<file path="config.mk">
export PLATFORM = sky130hd
export DESIGN_NAME = mie_exec
export DESIGN_NICKNAME = d
export VERILOG_FILES = /design/src/verilog/mie_pkg.sv /design/src/verilog/mie_exec.sv
export SDC_FILE = /design/constraint.sdc
export NUM_CORES = 1
export LEC_CHECK = 0
export ABC_CLOCK_PERIOD_IN_PS = 2900
export BUFFER_PORTS_ARGS = -buffer_cell sky130_fd_sc_hd__buf_2
export CAP_MARGIN = 20
export CORE_MARGIN = 10
export CORE_UTILIZATION = 52
export DETAILED_ROUTE_END_ITERATION = 8
export GPL_ROUTABILITY_DRIVEN = 1
export PLACE_DENSITY = 0.8
export SYNTH_ARGS = -nofsm -noshare
export SYNTH_HDL_FRONTEND = slang
export SYNTH_SLANG_ARGS = --single-unit
</file>
<file path="constraint.sdc">
create_clock -name mclk -period 2.9 [get_ports mclk]
set_input_delay 0.58 -clock mclk [delete_from_list [all_inputs] [get_ports mclk]]
set_output_delay 0.58 -clock mclk [all_outputs]
set_load 0.02 [all_outputs]
</file>
<file path="src/verilog/mie_pkg.sv">
// package: opcodes, widths and reset values for the instruction subset unit
package mie_pkg;
	// 14-bit instruction encodings (mask/match pairs)
	localparam logic [13:0] OP_WDT_CLR    = 14'h0064;
	localparam logic [13:0] OP_ACC_CLR_M  = 14'h3f80;
	localparam logic [13:0] OP_ACC_CLR    = 14'h0100;
	localparam logic [13:0] OP_FILE_CLR_M = 14'h3f80;
	localparam logic [13:0] OP_FILE_CLR   = 14'h0180;
	localparam logic [13:0] OP_FOP_M      = 14'h3f00;
	localparam logic [13:0] OP_FILE_DEC   = 14'h0300;
	localparam logic [13:0] OP_FILE_COMP  = 14'h0900;
	localparam logic [13:0] OP_DEC_SKIP   = 14'h0b00;
	localparam logic [13:0] OP_CALL_M     = 14'h3800;
	localparam logic [13:0] OP_CALL       = 14'h2000;
	// field positions
	localparam int DEST_BIT   = 7;
	localparam int FADDR_W    = 7;
	localparam int KADDR_W    = 11;
	localparam int LATCH_HI   = 4;
	localparam int LATCH_LO   = 3;
	// widths and reset values
	localparam int PC_W       = 13;
	localparam int WDT_W      = 8;
	localparam int PRE_W      = 8;
	localparam logic [7:0] WDT_CLR_VAL = 8'h00;
	localparam logic [7:0] PRE_CLR_VAL = 8'h00;
	localparam logic [7:0] ACC_RST     = 8'h00;
	localparam logic [12:0] PC_RST     = 13'h0000;
	localparam int STACK_D    = 8;
	localparam int SP_W       = 3;
endpackage : mie_pkg

</file>
<file path="src/verilog/mie_exec.sv">
// execution unit for the watchdog clear, call and file-register subset
//
// Operation
// - watchdog clear loads the watchdog counter and its prescaler with zero.
// - watchdog clear sets timeout_flag_n and powerdown_flag_n to one only.
// - a call pushes pc plus one onto stack_top first.
// - a call loads k into pc[10:0] and pc_high_latch[4:3] into pc[12:11].
// - a call takes two cycles and leaves every status flag as it was.
// - complement writes the inverse of the file register and updates zero.
// - destination bit 0 selects the accumulator, 1 the file register.
// - file clear writes zero to the file register and sets zero.
// - accumulator clear writes zero to the accumulator and sets zero.
// - decrement writes file minus one to the destination, updates zero.
// - decrement-skip stores the result, skips on zero, touches no flags.
//
// notes for the next engineer
// the unit sits behind the fetch stage and sees one instruction word per
// issue, beside the current content of the addressed file register, which
// the core reads from its register file in the same cycle.
// every result is flopped: accumulator, zero flag, program counter, the
// watchdog pair and the file write port all change on the edge that
// takes the instruction, so the core sees them one cycle later.
// a call or a taken skip leaves a flush cycle behind it. busy is high for
// exactly that cycle and whatever is offered then is dropped, so the fetch
// stage must hold or replay the word itself; this keeps the unit free of
// any instruction buffer at the cost of one lost slot per branch.
// words outside the subset only step the program counter by one, which
// lets the unit sit beside a fuller decoder that handles the rest.
// the file write port is one strobe wide; address and data follow the
// decoded word every cycle and mean something only beside the strobe.
// the return stack is circular: a ninth call overwrites the oldest entry
// without warning, as the core has no overflow flag to raise.
// the stack storage has no reset; an entry is only ever read after it was
// pushed, and leaving it unreset saves a wide reset fan-out.
// the watchdog counter and its prescaler only count here; the timeout
// decision and the sleep logic that would clear the status flags live in
// the core, so both active-low flags stay high in this block.
// a watchdog clear in the same cycle as a tick wins, so software that
// clears right on a tick never sees the counter step past zero.
// decrement-skip writes its result like a plain decrement but leaves the
// zero flag alone; only the program counter and busy tell a skip happened.
//
// The plain strobed port and the address map were decided locally.
`timescale 1ns/1ps
module mie_exec #(
	parameter int WDT_W = mie_pkg::WDT_W,
	parameter int PRE_W = mie_pkg::PRE_W
) (
	// clock and reset
	input  wire logic                     mclk,
	input  wire logic                     srst,
	// instruction issue
	input  wire logic                     instr_valid,
	input  wire logic [13:0]              instr,
	input  wire logic [7:0]               file_rdata,
	input  wire logic [7:0]               pc_high_latch,
	// watchdog advance from the core
	input  wire logic                     wdt_tick,
	// file register write port
	output logic                          file_we,
	output logic [6:0]                    file_waddr,
	output logic [7:0]                    file_wdata,
	// core state
	output logic [7:0]                    acc,
	output logic                          zero_flag,
	output logic                          timeout_flag_n,
	output logic                          powerdown_flag_n,
	output logic [WDT_W-1:0]              watchdog_counter,
	output logic [PRE_W-1:0]              wdt_prescaler,
	output logic [mie_pkg::PC_W-1:0]      pc,
	output logic [mie_pkg::PC_W-1:0]      stack_top,
	output logic                          busy
);
	typedef enum logic [0:0] {MIE_EXEC, MIE_FLUSH} mie_state_t;

	// mask and match test shared by every opcode class except watchdog clear, which compares the whole word
	// the classes never overlap, so the order of tests does not matter
	function automatic logic op_is(input logic [13:0] ins,
		input logic [13:0] msk, input logic [13:0] val);
		op_is = (ins & msk) == val;
	endfunction : op_is

	// sequencing
	mie_state_t               state_ff, nxt_state;
	logic                     busy_ff;
	// accumulator and zero flag
	logic [7:0]               acc_ff, nxt_acc;
	logic                     zero_ff, nxt_zero;
	// status flags, active low
	logic                     to_n_ff;
	logic                     pd_n_ff;
	// watchdog
	logic [WDT_W-1:0]         wdt_ff;
	logic [PRE_W-1:0]         pre_ff;
	// program counter and return stack
	logic [mie_pkg::PC_W-1:0] pc_ff, nxt_pc;
	logic [mie_pkg::PC_W-1:0] stack_mem [mie_pkg::STACK_D];
	logic [mie_pkg::SP_W-1:0] sp_ff;
	logic [mie_pkg::PC_W-1:0] tos_ff;
	// file register write port
	logic                     fwe_ff;
	logic [6:0]               fwa_ff;
	logic [7:0]               fwd_ff;

	// an instruction counts only while no flush cycle is pending
	wire issue     = instr_valid && state_ff == MIE_EXEC;
	// watchdog clear is one fixed word with no operand
	wire is_wdt    = issue && instr == mie_pkg::OP_WDT_CLR;
	// accumulator clear, low bits ignored
	wire is_aclr   = issue && op_is(instr, mie_pkg::OP_ACC_CLR_M,
		mie_pkg::OP_ACC_CLR);
	// file clear, address in the low seven bits
	wire is_fclr   = issue && op_is(instr, mie_pkg::OP_FILE_CLR_M,
		mie_pkg::OP_FILE_CLR);
	// decrement, complement and decrement-skip share one byte layout
	wire is_dec    = issue && op_is(instr, mie_pkg::OP_FOP_M,
		mie_pkg::OP_FILE_DEC);
	wire is_comp   = issue && op_is(instr, mie_pkg::OP_FOP_M,
		mie_pkg::OP_FILE_COMP);
	wire is_dskip  = issue && op_is(instr, mie_pkg::OP_FOP_M,
		mie_pkg::OP_DEC_SKIP);
	// call carries an eleven-bit target
	wire is_call   = issue && op_is(instr, mie_pkg::OP_CALL_M,
		mie_pkg::OP_CALL);
	// operand fields; meaningless for words that do not use them
	wire dest_file = instr[mie_pkg::DEST_BIT];
	wire [6:0] faddr = instr[mie_pkg::FADDR_W-1:0];

	// datapath results
	wire [7:0] dec_res  = file_rdata - 8'h01;
	wire [7:0] comp_res = ~file_rdata;
	wire [7:0] fop_res  = is_comp ? comp_res : dec_res;
	wire       fop_any  = is_dec || is_comp || is_dskip;
	wire       skip_hit = is_dskip && dec_res == 8'h00;
	wire [mie_pkg::PC_W-1:0] pc_inc = pc_ff + 13'h0001;
	// a taken skip steps over the discarded word
	wire [mie_pkg::PC_W-1:0] pc_skip = pc_ff + 13'h0002;
	wire [mie_pkg::PC_W-1:0] call_tgt = {
		pc_high_latch[mie_pkg::LATCH_HI:mie_pkg::LATCH_LO],
		instr[mie_pkg::KADDR_W-1:0]};

	// next accumulator and zero flag
	always_comb begin
		nxt_acc  = acc_ff;
		nxt_zero = zero_ff;
		// defaults hold; call and watchdog clear fall through untouched
		if (is_aclr) begin
			nxt_acc  = mie_pkg::ACC_RST;
			nxt_zero = 1'b1;
		end else if (is_fclr) begin
			nxt_zero = 1'b1;
		end else if (fop_any) begin
			if (!dest_file)
				nxt_acc = fop_res;
			// skip form leaves the flag alone
			if (!is_dskip)
				nxt_zero = fop_res == 8'h00;
		end
	end

	// sequencing: call and taken skip spend a flush cycle
	always_comb begin
		nxt_state = MIE_EXEC;
		nxt_pc    = pc_ff;
		case (state_ff)
			MIE_EXEC: begin
				if (is_call) begin
					nxt_pc    = call_tgt;
					nxt_state = MIE_FLUSH;
				end else if (skip_hit) begin
					nxt_pc    = pc_skip;
					nxt_state = MIE_FLUSH;
				end else if (issue) begin
					nxt_pc    = pc_inc;
				end
			end
			// the flush slot drops the word after a call or taken skip
			MIE_FLUSH: nxt_state = MIE_EXEC;
			default:   nxt_state = MIE_EXEC;
		endcase
	end

	// control state; the flush cycle swallows whatever is offered
	always_ff @(posedge mclk) begin
		if (srst) begin
			state_ff <= MIE_EXEC;
		end else begin
			state_ff <= nxt_state;
		end
	end

	// busy is its own flop so the port never sees the state decode
	always_ff @(posedge mclk) begin
		if (srst) begin
			busy_ff <= 1'b0;
		end else begin
			busy_ff <= nxt_state == MIE_FLUSH;
		end
	end

	// accumulator, written at the end of the issuing cycle
	always_ff @(posedge mclk) begin
		if (srst) begin
			acc_ff <= mie_pkg::ACC_RST;
		end else begin
			acc_ff <= nxt_acc;
		end
	end

	// zero flag; a call never reaches the update terms
	always_ff @(posedge mclk) begin
		if (srst) begin
			zero_ff <= 1'b0;
		end else begin
			zero_ff <= nxt_zero;
		end
	end

	// program counter
	always_ff @(posedge mclk) begin
		if (srst) begin
			pc_ff <= mie_pkg::PC_RST;
		end else begin
			pc_ff <= nxt_pc;
		end
	end

	// status flags: cleared power-on values are one, watchdog clear restores
	always_ff @(posedge mclk) begin
		if (srst) begin
			to_n_ff <= 1'b1;
			pd_n_ff <= 1'b1;
		end else if (is_wdt) begin
			to_n_ff <= 1'b1;
			pd_n_ff <= 1'b1;
		end
	end

	// watchdog advance terms; the prescaler carries into the counter
	// only on its wrap, so the counter moves once per prescaler period
	wire                 pre_wrap = wdt_tick && &pre_ff;
	wire [PRE_W-1:0]     nxt_pre  = wdt_tick ? pre_ff + PRE_W'(1) : pre_ff;
	wire [WDT_W-1:0]     nxt_wdt  = pre_wrap ? wdt_ff + WDT_W'(1) : wdt_ff;

	// watchdog prescaler; clear beats a coincident tick
	always_ff @(posedge mclk) begin
		if (srst || is_wdt) begin
			pre_ff <= PRE_W'(mie_pkg::PRE_CLR_VAL);
		end else begin
			pre_ff <= nxt_pre;
		end
	end

	// watchdog counter; same priority as the prescaler
	always_ff @(posedge mclk) begin
		if (srst || is_wdt) begin
			wdt_ff <= WDT_W'(mie_pkg::WDT_CLR_VAL);
		end else begin
			wdt_ff <= nxt_wdt;
		end
	end

	// next free stack slot; circular, overflow silently wraps
	wire [mie_pkg::SP_W-1:0] nxt_sp = sp_ff + mie_pkg::SP_W'(1);

	// stack pointer
	always_ff @(posedge mclk) begin
		if (srst) begin
			sp_ff <= '0;
		end else if (is_call) begin
			sp_ff <= nxt_sp;
		end
	end

	// stack storage; no reset, an entry is only read after its push
	always_ff @(posedge mclk) begin
		if (is_call) begin
			stack_mem[nxt_sp] <= pc_inc;
		end
	end

	// file write strobe, registered so it lands at cycle end
	always_ff @(posedge mclk) begin
		if (srst) begin
			fwe_ff <= 1'b0;
		end else begin
			fwe_ff <= is_fclr || (fop_any && dest_file);
		end
	end

	// file write address; only meaningful beside the strobe
	always_ff @(posedge mclk) begin
		if (srst) begin
			fwa_ff <= 7'h00;
		end else begin
			fwa_ff <= faddr;
		end
	end

	// file write data; clear forces zero, the rest take the alu result
	always_ff @(posedge mclk) begin
		if (srst) begin
			fwd_ff <= 8'h00;
		end else begin
			fwd_ff <= is_fclr ? 8'h00 : fop_res;
		end
	end

	// stack top mirror, flopped so the output stays registered
	always_ff @(posedge mclk) begin
		if (srst)
			tos_ff <= mie_pkg::PC_RST;
		else if (is_call)
			tos_ff <= pc_inc;
	end

	// file write port
	assign file_we          = fwe_ff;
	assign file_waddr       = fwa_ff;
	assign file_wdata       = fwd_ff;
	// working register and flags
	assign acc              = acc_ff;
	assign zero_flag        = zero_ff;
	assign timeout_flag_n   = to_n_ff;
	assign powerdown_flag_n = pd_n_ff;
	// watchdog
	assign watchdog_counter = wdt_ff;
	assign wdt_prescaler    = pre_ff;
	// sequencing
	assign pc               = pc_ff;
	assign stack_top        = tos_ff;
	assign busy             = busy_ff;
endmodule : mie_exec

</file>
**Word-level counts from Yosys, hierarchy flattened**

Index checks and enable logic that the tools add are counted.

- Add/sub/neg operators: 5
- $mul: 0
- Div/mod/pow operators: 0
- Magnitude comparators: 0
- Equality and inequality tests: 8
- Shifts and indexed selects: 0
- Mux-type cells: 11
- Bitwise gates (word level): 4
- Reductions and logical operators: 25

Operators by type and width:

| cell | count |
|---|---|
| $mux 13 | 3 |
| $add 8x1->8 const B | 2 |
| $logic_not 8->1 | 2 |
| $eq 14x7->1 const B | 1 |
| $eq 7x2->1 const B | 2 |
| $add 13x1->13 const B | 1 |
| $add 13x2->13 const B | 1 |
| $eq 6x4->1 const B | 2 |
| $logic_and 1x1->1 | 11 |
| $mux 8 | 1 |
| $not 8->8 | 1 |
| $reduce_and 8->1 | 1 |
| $sub 8x1->8 const B | 1 |
| $eq 6x2->1 const B | 1 |
| $mux 1 | 6 |
| $reduce_bool 3->1 | 2 |
| $logic_or 1x1->1 | 4 |
| $reduce_and 2->1 | 2 |
| $reduce_or 2->1 | 2 |
| $eq 3x3->1 const B | 1 |
| $ne 3x3->1 const B | 1 |
| $not 1->1 | 3 |
| $reduce_and 3->1 | 1 |
| $pmux 1 s2 | 1 |

- Bits in registers: 68
- Bits in latches: 0
- Bits in writable memories: 0
- Memory bits (read-only): 0
- Input port bits: 34
- Output and inout bits: 70
- Memories: 0

**Logic depth before layout (Yosys ltp)**

- Word-level depth: 9
- Depth in mapped cells: 11
- Gate-level depth less buffers: 8

**Worst setup path after synthesis**

No wires, ideal clock.

- Path kind: in2reg
- Start: input port file_rdata[0]
- End: register pc_ff, in the netlist pc[8]
- Library setup time: 0.096 ns
- Arrival time: 2.619 ns
- Path slack: 0.185 ns
- Stages on the path: 11
- Buffers on the path: 3
- Path through: buf_6 inv_1 ha_1 buf_6 or2b_2 o32ai_4 o2111ai_4 or2_1 buf_6 and3_4 o41ai_2

- Cells in the longest elaborated chain, start to end: 5
- Elaborated cells between the ends (all ways): 7

RTL lines:

| element | RTL line | RTL |
|---|---|---|
| from (decl) | mie_exec.sv:55 | `input wire logic [7:0] file_rdata,` |
| $sub 8x1->8 * | mie_exec.sv:130 | `wire [7:0] dec_res = file_rdata - 8'h01;` |
| $logic_not 8->1 * | mie_exec.sv:134 | `wire skip_hit = is_dskip && dec_res == 8'h00;` |
| $logic_and 1x1->1 * | mie_exec.sv:134 |  |
| $reduce_bool 3->1 (no source line) or $mux 13 (tied branches) | -- |  |
| $reduce_and 2->1 (no source line) or $mux 13 (tied branches) | -- |  |
| to (signal assigned) | mie_exec.sv:222 | `pc_ff <= mie_pkg::PC_RST;` |
| to (signal assigned) | mie_exec.sv:224 | `pc_ff <= nxt_pc;` |
| to (decl) | mie_exec.sv:96 | `logic [mie_pkg::PC_W-1:0] pc_ff, nxt_pc;` |

Mark *: on every way between the ends. The rest lies on a longest branch, timed or not.
A chain may end at the register's enable or synchronous reset.

**Final worst setup path**

- Start: input port file_rdata[1]
- End: register pc_ff, in the netlist pc[4]

Same word-level chain as after synthesis.

==> out/results.txt <==
Non-Filler Instances -> 635
TritonCTS buffer count -> 9
Syn avg cell area -> 8.32 um^2
Max stage delay on crit path -> 0.37 ns
WL per Instance -> 16.3 um
H-tree Lvls -> 3
Nature of the critical path endpoint -> flop
Pint -> 1.49 mW
First-pass GRT wire length -> 16.9 mm
Post-Synth Adder-Cell Area -> 2.03%
Netlist cell types -> 69
Share of cells above drive strength 1 -> 26.5%
Cells along the critical path -> buf_2, inv_1, ha_1, or2b_2, o32ai_4, o2111ai_4, buf_4, o31ai_1, a31oi_1, a311o_1
Synth area leader -> dfxtp_1
Synth area leaders -> dfxtp_1 (37%), nor2_1 (7.1%), xor2_1 (5.0%), nand2_1 (4.7%), xnor2_1 (3.3%)
Synth Area in Simple Gates -> 27.4%
Leak -> 1.86 nW
# placed instances -> 619
Cell Area, Synth -> 0.00369 mm^2
Mux cell area share after synthesis -> 1.12%
Initial antenna violation count -> 0
Clk slew on worst S/H paths -> 0.07 ns
Initial DRC count -> 289
Setup Buffers After CTS -> 0
Switching pwr -> 0.586 mW
Max rail drop VDD -> 0.000228 V
Die area -> 0.0109 mm^2
Detailed Route WL -> 10.3 mm
# fillers -> 597
Pwr per Cell Area -> 475 mW/mm^2
# port buffers -> 95
Most used flip-flop cell after synthesis -> dfxtp_1
Clk buf depth -> 2
Std cell rows -> 30
Post-DRT Antenna Nets -> 0
Number of synthesized flops with an enable pin -> 0
Area share of the largest cell type after synthesis -> 36.8%
GP Congestion -> 0.914
Boundary Pins -> 104
Fin crit share -> 85.7%
Initial DRT Pass Iterations -> 5
Hold Vio Cnt, Final -> 0
Xor and xnor area share after synthesis -> 8.30%
Crit Path Class -> input pin to flop
Die height -> 104 um
Post-synthesis register bit count -> 68
Post-synthesis sequential area ratio -> 36.8%
Final setup vio count -> 0
Setup TNS -> 0 ns
Worst EP required -> 3.14 ns
Leading cell types by count after synthesis -> nor2_1 (70), dfxtp_1 (68), nand2_1 (46), xor2_1 (21), a21oi_1 (18)
Max Slew Vio Count -> 0
Post-DR vias/cell -> 5.72
Placeable Area -> 0.00683 mm^2
Initial Util -> 54.1%
Clock root buffer master -> clkbuf_8
Fmax -> 402 MHz
Status -> finished clean
Worst-margin pin slew -> 0.628 ns
Synth Warn # -> 0
Vias -> 3630
Clock skew -> 0.00622 ns
Crit Path Max Fanout -> 6
Slew margin rel. -> 58.1%
CP arrival -> 2.73 ns
Largest net degree at the start of global routing -> 32
Post-CTS sizing -> 0
Sequential power share -> 47.7%
Largest delay contributor family on the critical path -> compound AO/OA/AOI/OAI gates
Startpoint types -> input pin
Ys async rst share -> 0%
Antenna Cells -> 0
Gr usage total -> 18.4%
Synth Instances -> 444
Fin util -> 64.1%
Max_cap viols -> 0
DP HPWL -> 7.82 mm
Slowest-stage cell, CP -> or2b_2
Remaining DRCs -> 0
Clock Latency Late Sink -> 0.35 ns
Vias in the first global route -> 3513
Sw frac -> 28.2%
WP buf/inv -> 3
Min-Delay Path Class -> flop to flop
Minimum clock period -> 2.49 ns
Compound-Gate Fraction of Synth Area -> 17.7%
R2r setup slk -> 0.49 ns
Hold-fix buffers at CTS -> 0
# nets final -> 574
Die width -> 104 um
Most common cell in the netlist -> nor2_1
RSZ-0062 raised after global routing -> no
Clock Sinks -> 68
CTS tree -> yes
Area Growth Syn to Fin -> 18.5%
Combinational fraction of design power -> 14.2%
Overflow after GRT -> 0
Main combinational cell family by area after synthesis -> simple AND/OR/NAND/NOR gates
Clock Power Share -> 38.1%
## path summary, 6_finish.rpt
check	from	end	cells after the start
hold / removal	acc[4]$_SDFFE_PP0P_	acc[4]$_SDFFE_PP0P_	2
hold reg to reg	acc[4]$_SDFFE_PP0P_	acc[4]$_SDFFE_PP0P_	2
setup / recovery	file_rdata[1]	pc[4]$_SDFFE_PP0P_	10
setup reg to reg	pc[4]$_SDFFE_PP0P_	pc[12]$_SDFFE_PP0P_	6
## power groups by stage
| stage | clock network, mW | logic (mW) | registers (mW) |
|---|---|---|---|
| floorplan | 0 | 0.163 | 1.05 |
| global placement | 0 | 0.287 | 1.01 |
| detailed placement | 0 | 0.294 | 1.01 |
| CTS | 0.807 | 0.295 | 0.991 |
| global route | 0.855 | 0.321 | 0.995 |
| finish | 0.792 | 0.296 | 0.992 |
## state kept, by name, indices dropped and copies added, names as in the netlist
name / count
acc: 8
busy: 1
file_waddr: 7
file_wdata: 8
file_we: 1
pc: 13
stack_top: 13
watchdog_counter: 8
wdt_prescaler: 8
zero_flag: 1
## metal layers
| metal | vias to the layer above | global-route usage [%] | part of all wire, % |
|---|---|---|---|
| met4 | 0 | 7.65 | 2.4 |
| met3 | 26 | 5.82 | 7.7 |
| met1 | 1706 | 22.6 | 43 |
| met5 | - | 0 | 0 |
| li1 | 1738 | - | - |
| met2 | 160 | 28.8 | 46 |
## kinds of logic (layout without fill, tap and decap cells)
family	count (synthesis)	in the layout
simple gates	205	205
mux	4	4
compound gates	89	89
flops	68	68
fa+ha+maj	6	6
buf+inv	36	130
other cells	1	2
xor+xnor	35	35
## tightest hold or removal path, cell delays in order (launching register included)
cell	delay, ns
dfxtp_1	0.31
nand2_1	0.05
a21oi_1	0.05
## cells in the final DEF (no fill, tap or decap), types with 12 or more instances in the layout
cell,n
dfxtp_1,68
nor3_1,12
a21oi_1,18
o21ai_0,14
buf_2,95
a211oi_1,14
nand2_1,46
xnor2_1,14
nor2_1,70
buf_4,14
xor2_1,21
nand3_1,17
## through the flow
stage	hold WS [ns]	instance area, um^2	total power [mW]	setup WS, ns
CTS	0.461	4380	2.09	0.449
global placement	0.441	4180	1.30	0.152
global route	0.471	4380	2.17	0.253
floorplan	0.535	3700	1.21	0.185
detailed placement	0.450	4180	1.31	0.0739
finish	0.459	4380	2.08	0.415
## area by class of cell
class                      instances  area, um^2  share of cell area, %
multi-input combinational        341        2100                   47.9
inverter                           5        18.8                  0.429
clock buffer                      10         138                   3.14
sequential                        68        1360                   31.1
timing repair buffer             109         581                   13.3
clock inverter                     6        62.6                   1.43
tap                               96         120                   2.74
(Power assumes the default switching activity.)
